File: src/verilog/ifel_pkg.sv
package ifel_pkg;

  // Register select codes
  localparam logic [3:0] SHIFT_DATA_OFF = 4'ha;
  localparam logic [3:0] PENDING_FLAG_OFF = 4'hd;
  localparam logic [3:0] MASK_OFF = 4'he;

  // Flag and enable field layout
  localparam int unsigned NUM_FLAGS = 7;
  localparam int unsigned FLAG_CTRL_A_TWO = 0;
  localparam int unsigned FLAG_CTRL_A_ONE = 1;
  localparam int unsigned FLAG_SHIFT = 2;
  localparam int unsigned FLAG_CTRL_B_TWO = 3;
  localparam int unsigned FLAG_CTRL_B_ONE = 4;
  localparam int unsigned TOP_BIT = 7;

  // Reset values
  localparam logic [6:0] FLAGS_RST = 7'h00;
  localparam logic [6:0] MASK_RST = 7'h00;
  localparam logic [7:0] SHIFT_DATA_RST = 8'h00;
  localparam logic [7:0] READ_DATA_RST = 8'h00;
  localparam logic [7:0] UNMAPPED_READ = 8'h00;

  // Shift modes
  localparam logic [2:0] SHIFT_MODE_OFF = 3'h0;
  localparam logic [2:0] SHIFT_MODE_OUT_SYS = 3'h6;
  localparam logic [2:0] SHIFT_MODE_OUT_EXT = 3'h7;

  // Bits per shift group
  localparam logic [2:0] SHIFT_LAST_BIT = 3'h7;
  localparam logic [2:0] SHIFT_CNT_RST = 3'h0;

  typedef enum logic [0:0] {
    IFEL_SH_IDLE = 1'b0,
    IFEL_SH_RUN = 1'b1
  } ifel_shift_e;

endpackage

File: src/verilog/ifel_sync_if.sv
interface ifel_sync_if;
  logic raw;
  logic level;
  logic rise;

  modport user (
    output raw,
    input level,
    input rise
  );

  modport sync (
    input raw,
    output level,
    output rise
  );
endinterface

File: src/verilog/ifel_pin_sync.sv
module ifel_pin_sync (
  input wire logic core_clk_i,
  input wire logic nrst_i,
  ifel_sync_if.sync pin
);

  logic s1_reg;
  logic s2_reg;
  logic s3_reg;
  logic level_reg;

  // Three stage capture
  always_ff @(posedge core_clk_i or negedge nrst_i) begin
    if (!nrst_i) begin
      s1_reg <= 1'b1;
      s2_reg <= 1'b1;
      s3_reg <= 1'b1;
    end else begin
      s1_reg <= pin.raw;
      s2_reg <= s1_reg;
      s3_reg <= s2_reg;
    end
  end

  // Accept a change once stages two and three agree
  always_ff @(posedge core_clk_i or negedge nrst_i) begin
    if (!nrst_i) begin
      level_reg <= 1'b1;
    end else if (s2_reg == s3_reg) begin
      level_reg <= s3_reg;
    end
  end

  assign pin.level = level_reg;
  assign pin.rise = (s2_reg == s3_reg) && s3_reg && !level_reg;

endmodule // ifel_pin_sync

File: src/verilog/ifel_top.sv
// How it works
// - Mode 110 shifts out at half system clock rate
// - Mode 111: external pulse shifts; flag every eight
// - Mode 111: shift access clears flag, restarts count
// - Request asserted when any enabled flag set
// - Request line only pulls low or floats
// - Flags stay set until explicitly cleared, except the shift flag, held clear in mode 000
// - Flag read bit 7 shows live request
// - Flag write ones clear matching flags
// - Writing bit 7 of flags does nothing
// - Mask write, bit7 zero: ones clear enables
// - Mask write, bit7 one: ones set enables
// - Mask read: bit 7 one, enables below
// - Independent control line: port access keeps flag
// - Shift out msb first, rotated into bit0
module ifel_top (
  input wire logic core_clk_i,
  input wire logic nrst_i,
  input wire logic chip_sel_one_i,
  input wire logic chip_sel_two_n_i,
  input wire logic [3:0] register_select_lines_i,
  input wire logic read_not_write_i,
  input wire logic [7:0] data_i,
  output logic [7:0] data_o,
  input wire logic [2:0] shift_mode_i,
  input wire logic [6:0] flag_set_i,
  input wire logic port_a_output_reg_access_i,
  input wire logic port_b_output_reg_access_i,
  input wire logic port_a_ctrl_line_two_indep_i,
  input wire logic port_b_ctrl_line_two_indep_i,
  input wire logic shift_clock_pin_i,
  output logic shift_clock_pin_o,
  output logic shift_clock_pin_oe_n_o,
  output logic port_b_ctrl_line_two_o,
  output logic port_b_ctrl_line_two_oe_n_o,
  output logic irq_req_o,
  output logic irq_req_oe_n_o
);

  ifel_sync_if sclk_sync ();

  logic bus_sel;
  logic bus_wr;
  logic bus_rd;
  logic sel_shift;
  logic sel_flags;
  logic sel_mask;
  logic shift_access;
  logic mode_sys;
  logic mode_ext;
  logic irq_active;
  logic shift_now;
  logic shift_done;
  logic last_bit;
  logic sys_running;
  logic phase_clear;
  logic shift_out_mode;
  logic shift_flag_off;
  logic wr_shift;
  logic wr_flags;
  logic wr_mask;
  logic rd_shift;
  logic rd_flags;
  logic rd_mask;
  logic rd_unmapped;
  logic [6:0] host_flag_clr;
  logic [6:0] port_flag_clr;
  logic [6:0] mask_register_next;
  logic [6:0] irq_terms;
  logic [7:0] rotated_data;
  logic [7:0] flag_read_word;
  logic [7:0] mask_read_word;
  logic [7:0] read_next;
  logic [6:0] flag_set;
  logic [6:0] flag_clr;
  logic [6:0] pending_flag_register_reg;
  logic [6:0] pending_flag_register_next;
  logic [6:0] mask_register_reg;
  logic [7:0] shift_data_reg;
  logic [2:0] bit_cnt_reg;
  logic phase_reg;
  logic sclk_out_reg;
  logic [7:0] data_o_reg;
  ifel_pkg::ifel_shift_e shift_state_reg;

  ifel_pin_sync u_sclk_sync (
    .core_clk_i(core_clk_i),
    .nrst_i(nrst_i),
    .pin(sclk_sync)
  );

  assign sclk_sync.raw = shift_clock_pin_i;

  // Bus decode; one access per selected clock
  assign bus_sel = chip_sel_one_i && !chip_sel_two_n_i;
  assign bus_wr = bus_sel && !read_not_write_i;
  assign bus_rd = bus_sel && read_not_write_i;
  assign sel_shift = register_select_lines_i == ifel_pkg::SHIFT_DATA_OFF;
  assign sel_flags = register_select_lines_i == ifel_pkg::PENDING_FLAG_OFF;
  assign sel_mask = register_select_lines_i == ifel_pkg::MASK_OFF;
  assign shift_access = bus_sel && sel_shift;

  // Per register strobes
  assign wr_shift = bus_wr && sel_shift;
  assign wr_flags = bus_wr && sel_flags;
  assign wr_mask = bus_wr && sel_mask;
  assign rd_shift = bus_rd && sel_shift;
  assign rd_flags = bus_rd && sel_flags;
  assign rd_mask = bus_rd && sel_mask;
  assign rd_unmapped = bus_rd && !(sel_shift || sel_flags || sel_mask);

  // Shift mode decode
  assign mode_sys = shift_mode_i == ifel_pkg::SHIFT_MODE_OUT_SYS;
  assign mode_ext = shift_mode_i == ifel_pkg::SHIFT_MODE_OUT_EXT;
  assign shift_out_mode = mode_sys || mode_ext;
  assign shift_flag_off = shift_mode_i == ifel_pkg::SHIFT_MODE_OFF;
  assign sys_running = mode_sys && !shift_access && shift_state_reg == ifel_pkg::IFEL_SH_RUN;
  assign phase_clear = shift_access || shift_state_reg == ifel_pkg::IFEL_SH_IDLE;
  assign last_bit = bit_cnt_reg == ifel_pkg::SHIFT_LAST_BIT;
  assign rotated_data = {shift_data_reg[6:0], shift_data_reg[7]};

  // Shift sequencing state
  always_ff @(posedge core_clk_i or negedge nrst_i) begin
    if (!nrst_i) begin
      shift_state_reg <= ifel_pkg::IFEL_SH_IDLE;
    end else if (!mode_sys) begin
      shift_state_reg <= ifel_pkg::IFEL_SH_IDLE;
    end else if (shift_access) begin
      shift_state_reg <= ifel_pkg::IFEL_SH_RUN;
    end else begin
      unique case (shift_state_reg)
        ifel_pkg::IFEL_SH_IDLE: begin
          shift_state_reg <= ifel_pkg::IFEL_SH_IDLE;
        end
        ifel_pkg::IFEL_SH_RUN: begin
          if (shift_now && last_bit) begin
            shift_state_reg <= ifel_pkg::IFEL_SH_IDLE;
          end
        end
      endcase
    end
  end

  // Half period phase of the generated shift clock
  always_ff @(posedge core_clk_i or negedge nrst_i) begin
    if (!nrst_i) begin
      phase_reg <= 1'b0;
    end else if (phase_clear) begin
      phase_reg <= 1'b0;
    end else begin
      phase_reg <= !phase_reg;
    end
  end

  // Shift strobe per mode
  always_comb begin
    shift_now = 1'b0;
    if (mode_sys) begin
      shift_now = sys_running && phase_reg;
    end else if (mode_ext) begin
      shift_now = sclk_sync.rise;
    end
  end

  assign shift_done = shift_now && last_bit;

  // Bit counter
  always_ff @(posedge core_clk_i or negedge nrst_i) begin
    if (!nrst_i) begin
      bit_cnt_reg <= ifel_pkg::SHIFT_CNT_RST;
    end else if (shift_access) begin
      bit_cnt_reg <= ifel_pkg::SHIFT_CNT_RST;
    end else if (shift_now) begin
      bit_cnt_reg <= bit_cnt_reg + 3'h1;
    end
  end

  // Shift data register
  always_ff @(posedge core_clk_i or negedge nrst_i) begin
    if (!nrst_i) begin
      shift_data_reg <= ifel_pkg::SHIFT_DATA_RST;
    end else if (wr_shift) begin
      shift_data_reg <= data_i;
    end else if (shift_now) begin
      shift_data_reg <= rotated_data;
    end
  end

  // Generated shift clock, low in the second half of each bit
  always_ff @(posedge core_clk_i or negedge nrst_i) begin
    if (!nrst_i) begin
      sclk_out_reg <= 1'b1;
    end else if (sys_running) begin
      sclk_out_reg <= phase_reg;
    end else begin
      sclk_out_reg <= 1'b1;
    end
  end

  assign shift_clock_pin_o = sclk_out_reg;
  assign shift_clock_pin_oe_n_o = !mode_sys;
  assign port_b_ctrl_line_two_o = shift_data_reg[7];
  assign port_b_ctrl_line_two_oe_n_o = !shift_out_mode;

  // Host write clears; bit 7 holds no flag
  assign host_flag_clr = wr_flags ? data_i[6:0] : 7'h00;

  // Port output register accesses clear line flags
  always_comb begin
    port_flag_clr = 7'h00;
    if (port_a_output_reg_access_i) begin
      port_flag_clr[ifel_pkg::FLAG_CTRL_A_ONE] = 1'b1;
      if (!port_a_ctrl_line_two_indep_i) begin
        port_flag_clr[ifel_pkg::FLAG_CTRL_A_TWO] = 1'b1;
      end
    end
    if (port_b_output_reg_access_i) begin
      port_flag_clr[ifel_pkg::FLAG_CTRL_B_ONE] = 1'b1;
      if (!port_b_ctrl_line_two_indep_i) begin
        port_flag_clr[ifel_pkg::FLAG_CTRL_B_TWO] = 1'b1;
      end
    end
  end

  // Flag set and clear terms; set wins
  always_comb begin
    flag_set = flag_set_i;
    flag_clr = host_flag_clr | port_flag_clr;
    if (shift_out_mode) begin
      flag_set[ifel_pkg::FLAG_SHIFT] = shift_done;
    end
    if (shift_access) begin
      flag_clr[ifel_pkg::FLAG_SHIFT] = 1'b1;
    end
    pending_flag_register_next = (pending_flag_register_reg & ~flag_clr) | flag_set;
    if (shift_flag_off) begin
      pending_flag_register_next[ifel_pkg::FLAG_SHIFT] = 1'b0;
    end
  end

  always_ff @(posedge core_clk_i or negedge nrst_i) begin
    if (!nrst_i) begin
      pending_flag_register_reg <= ifel_pkg::FLAGS_RST;
    end else begin
      pending_flag_register_reg <= pending_flag_register_next;
    end
  end

  // Enable mask, set or clear by bit 7
  always_comb begin
    mask_register_next = mask_register_reg;
    if (wr_mask) begin
      if (data_i[ifel_pkg::TOP_BIT]) begin
        mask_register_next = mask_register_reg | data_i[6:0];
      end else begin
        mask_register_next = mask_register_reg & ~data_i[6:0];
      end
    end
  end

  always_ff @(posedge core_clk_i or negedge nrst_i) begin
    if (!nrst_i) begin
      mask_register_reg <= ifel_pkg::MASK_RST;
    end else begin
      mask_register_reg <= mask_register_next;
    end
  end

  // Combined request
  assign irq_terms = pending_flag_register_reg & mask_register_reg;
  assign irq_active = |irq_terms;
  assign irq_req_o = 1'b0;
  assign irq_req_oe_n_o = !irq_active;

  assign flag_read_word = {irq_active, pending_flag_register_reg};
  assign mask_read_word = {1'b1, mask_register_reg};

  // Read mux; holds the last read otherwise
  always_comb begin
    read_next = data_o_reg;
    if (rd_flags) begin
      read_next = flag_read_word;
    end else if (rd_mask) begin
      read_next = mask_read_word;
    end else if (rd_shift) begin
      read_next = shift_data_reg;
    end else if (rd_unmapped) begin
      read_next = ifel_pkg::UNMAPPED_READ;
    end
  end

  // Read data, captured at the access edge
  always_ff @(posedge core_clk_i or negedge nrst_i) begin
    if (!nrst_i) begin
      data_o_reg <= ifel_pkg::READ_DATA_RST;
    end else begin
      data_o_reg <= read_next;
    end
  end

  assign data_o = data_o_reg;

endmodule // ifel_top

File: config.mk
export PLATFORM = sky130hd
export DESIGN_NAME = ifel_top
export DESIGN_NICKNAME = d
export VERILOG_FILES = /design/src/verilog/ifel_pkg.sv /design/src/verilog/ifel_sync_if.sv /design/src/verilog/ifel_pin_sync.sv /design/src/verilog/ifel_top.sv
export SDC_FILE = /design/constraint.sdc
export NUM_CORES = 1
export LEC_CHECK = 0
export BUFFER_PORTS_ARGS = -buffer_cell sky130_fd_sc_hd__buf_2
export CAP_MARGIN = 15
export CORE_UTILIZATION = 58
export CTS_BUF_LIST = sky130_fd_sc_hd__clkbuf_16
export DETAILED_ROUTE_END_ITERATION = 6
export HOLD_SLACK_MARGIN = 0.02
export PLACE_DENSITY = 0.82
export SLEW_MARGIN = 30
export SYNTH_ARGS = -nofsm -noshare
export SYNTH_HDL_FRONTEND = slang
export SYNTH_SLANG_ARGS = --single-unit
File: constraint.sdc
create_clock -name core_clk_i -period 2.75 [get_ports core_clk_i]
set_input_delay 0.4125 -clock core_clk_i [delete_from_list [all_inputs] [get_ports core_clk_i]]
set_output_delay 0.4125 -clock core_clk_i [all_outputs]
set_load 0.01 [all_outputs]
==> impl_metrics.csv <==
group,metric,value,unit
routing,drt-pass1-iter-count,4,
place,io_buffers,44,
cts,total_clock_sinks,40,
setup_path,worstPathArrival,1.40,ns
yosys,synth.yosys.warnings,0,
yosys,post-synth-top-area-cell,"dfrtp_1",
run_status,status,"completed",
routing,viasPerCell,5.89,
grt,number_of_antenna_violations_at_the_first_check_in_global_routing,0,
grt,globalRouteTotalUtil,27.5,%
cts,cts-htree-levels,2,
pwr,power.density_cell_area,588,mW/mm^2
place,finalWeightedCongestion,0.877,
routing,drt.antenna.violating_nets,0,
timing,timing.final.max_slew_violations,0,
yosys,synth-edff-count,0,
cts,tritoncts.num_buffers,5,
timing,final.period_utilization,65.9,%
grt,first_global_vias,1546,
setup_path,crit_path_start_kind,"flop",
routing,postRouteWirelength,4740,um
floorplanning,start_util,61.4,%
timing,worstMarginPinSlew,0.598,ns
setup_path,timing.reg2reg.setup_slack,1.09,ns
grt,grt_pass1_wl,7450,um
yosys,synthesized_cell_area,0.00208,mm^2
yosys,post_synth_num_cell_types,48,
place,dp_hpwl,3380,um
cts,ctsRootBufferMaster,"clkbuf_16",
routing,initialDrtViolationCount,98,
yosys,synthesis.area_per_instance,10.1,um^2
timing,rsz0062_at_grt,"false",
setup_path,end_kind,"primary output",
routing,met3WireLength,328,um
cts,cts_resized,0,
yosys,yosys_reg_bits,40,
timing,min_period,1.81,ns
floorplanning,io-pin-count,46,
yosys,synth.top_cell.area_share,42.1,%
routing,routed-via-count,1754,
pwr,p_leak,1.09,nW
timing,max_clock_freq,551,MHz
cts,path_clk_slew,0.06,ns
setup_path,timing_worst_setup_path_type,"flop to primary output",
floorplanning,die_area,0.00383,mm^2
cts,cts.hold.buffers_added,0,
grt,global_route.overflow_total,0,
yosys,yosysMostFrequentCell,"dfrtp_1",
cts,skew_pair_late_insertion_delay,0.28,ns
timing,report.final.hold_viol_count,0,
run,cap_viol_max_count,0,
yosys,syn_inst,207,
min_path,hold_path.class,"input port to async pin",
routing,met1Wirelength,2170,um
yosys,share_of_synthesized_registers_carrying_an_async_set_or_reset,100,%
setup_path,worst-path-max-fanout,3,
routing,routed_wire_length_per_instance,15.9,um
floorplanning,fp.coreArea,0.00339,mm^2
timing,setup_viol_count_final,0,
final_layout,net_total_in_the_final_layout,286,
timing,slew-limit-headroom,60.1,%
yosys,synth_cell_count_leaders,"dfrtp_1 (35), nand2_1 (34), a21oi_1 (14)",
yosys,synth_nets,242,
yosys,sequential_to_total_area_share_from_yosys_stat,48.4,%
pwr,vdd_ir_drop_max,0.415,mV
grt,largest_net_degree_at_the_start_of_global_routing,41,
floorplanning,chipHeight,61.9,um
cts,post_cts_buffers,0,
timing,finalSetupTns,0,ns
final_layout,finalInstanceArea,0.00246,mm^2
final_layout,area_growth_syn_to_fin,18.4,%
setup_path,worstPathRequired,2.34,ns
final_layout,layout.core_utilization,72.7,%
yosys,synth_top_cells_by_area,"dfrtp_1 (42%), dfstp_2 (6.3%), nand2_1 (6.1%)",
floorplanning,die_w,61.9,um
timing,fin_worst_skew,0.00504,ns
final_layout,drive_gt1_share,27.8,%
floorplanning,fp-row-count,21,
final_layout,antennaDiodeCount,0,
timing,final.hold.worst_slack,0.0947,ns
routing,drc,0,
routing,met2WireLength,2190,um
yosys,synth_top_flop_cell,"dfrtp_1",
cts,tritoncts_clock_tree,"done",
cts,clock_path_buffers,2,
place,placement.cell_area,0.00232,mm^2
final_layout,nFillCells,259,
routing,routed.top_layer,"met4",
==> final cells by class <==
class | count | area [um^2] | area share [%]
flip-flops and latches | 40 | 1010 | 40.9
multi-input cells | 154 | 1010 | 40.9
repair buffers | 46 | 238 | 9.64
clock buffers | 5 | 125 | 5.08
well taps | 46 | 57.6 | 2.34
clock inverters | 3 | 15.0 | 0.609
inverters | 4 | 15.0 | 0.609
==> where the power goes <==
part	switching (mW)	internal (mW)	total [mW]
sequential	0.0514	0.650	0.702
clock	0.217	0.329	0.546
combinational	0.107	0.0950	0.202
==> worst paths after layout <==
check / from / to / cells past startpoint
setup / recovery: flop / irq_req_oe_n_o / 3
hold / removal: nrst_i / pending_flag_register_reg[2]$_DFF_PN0_ / 1
setup reg to reg: u_sclk_sync.s2_reg$_DFF_PN1_ / bit_cnt_reg[1]$_DFFE_PN0P_ / 5
hold reg to reg: u_sclk_sync.s1_reg$_DFF_PN1_ / u_sclk_sync.s2_reg$_DFF_PN1_ / 0
max in group asynchronous: nrst_i / u_sclk_sync.s1_reg$_DFF_PN1_ / 1
min in group core_clk_i: shift_clock_pin_i / u_sclk_sync.s1_reg$_DFF_PN1_ / 1
==> worst max-delay path, stage by stage (launching register included) <==
cell      delay (ns)
dfrtp_1         0.40
a222oi_1        0.35
and3_1          0.24
buf_2           0.14
==> layer usage <==
| metal | vias to the layer above | GRT usage, % |
|---|---|---|
| li1 | 840 | - |
| met1 | 844 | 38.3 |
| met2 | 65 | 43.9 |
| met3 | 5 | 6.21 |
| met4 | 0 | 6.98 |
| met5 | - | 0 |
==> cell usage in the layout, fill, tap and decap left out, types with 4 or more instances in the layout <==
master	netlist	final
nor2_1	11	11
dfstp_2	5	5
o211ai_1	7	7
nand4_1	7	7
dfrtp_1	35	35
nand2_1	34	34
nand3_1	4	4
a21oi_1	14	14
clkbuf_16	0	5
mux2_1	7	7
inv_1	4	5
o31ai_1	8	8
nor2b_1	4	4
a2bb2oi_1	8	8
buf_2	1	43
o21ai_0	7	7
==> per-stage QoR <==
stage,std cells,power (mW),setup WS (ns)
2_1_floorplan,207,0.816,1.25
3_3_place_gp,290,0.902,0.789
3_5_place_dp,290,0.908,0.753
4_1_cts,298,1.46,0.938
5_1_grt,298,1.51,0.880
6_report,298,1.45,0.937
==> logic make-up after synthesis <==
group | after synthesis | synth area share (%)
AO/OA/AOI/OAI | 59 | 20.1
adder cells (fa/ha/maj) | 3 | 1.80
buffers and inverters | 13 | 3.24
flip-flops | 40 | 48.4
multiplexers | 8 | 4.33
other | 1 | 0.180
AND/OR/NAND/NOR | 83 | 21.9
Note: power is estimated with default switching activity, not from simulation.
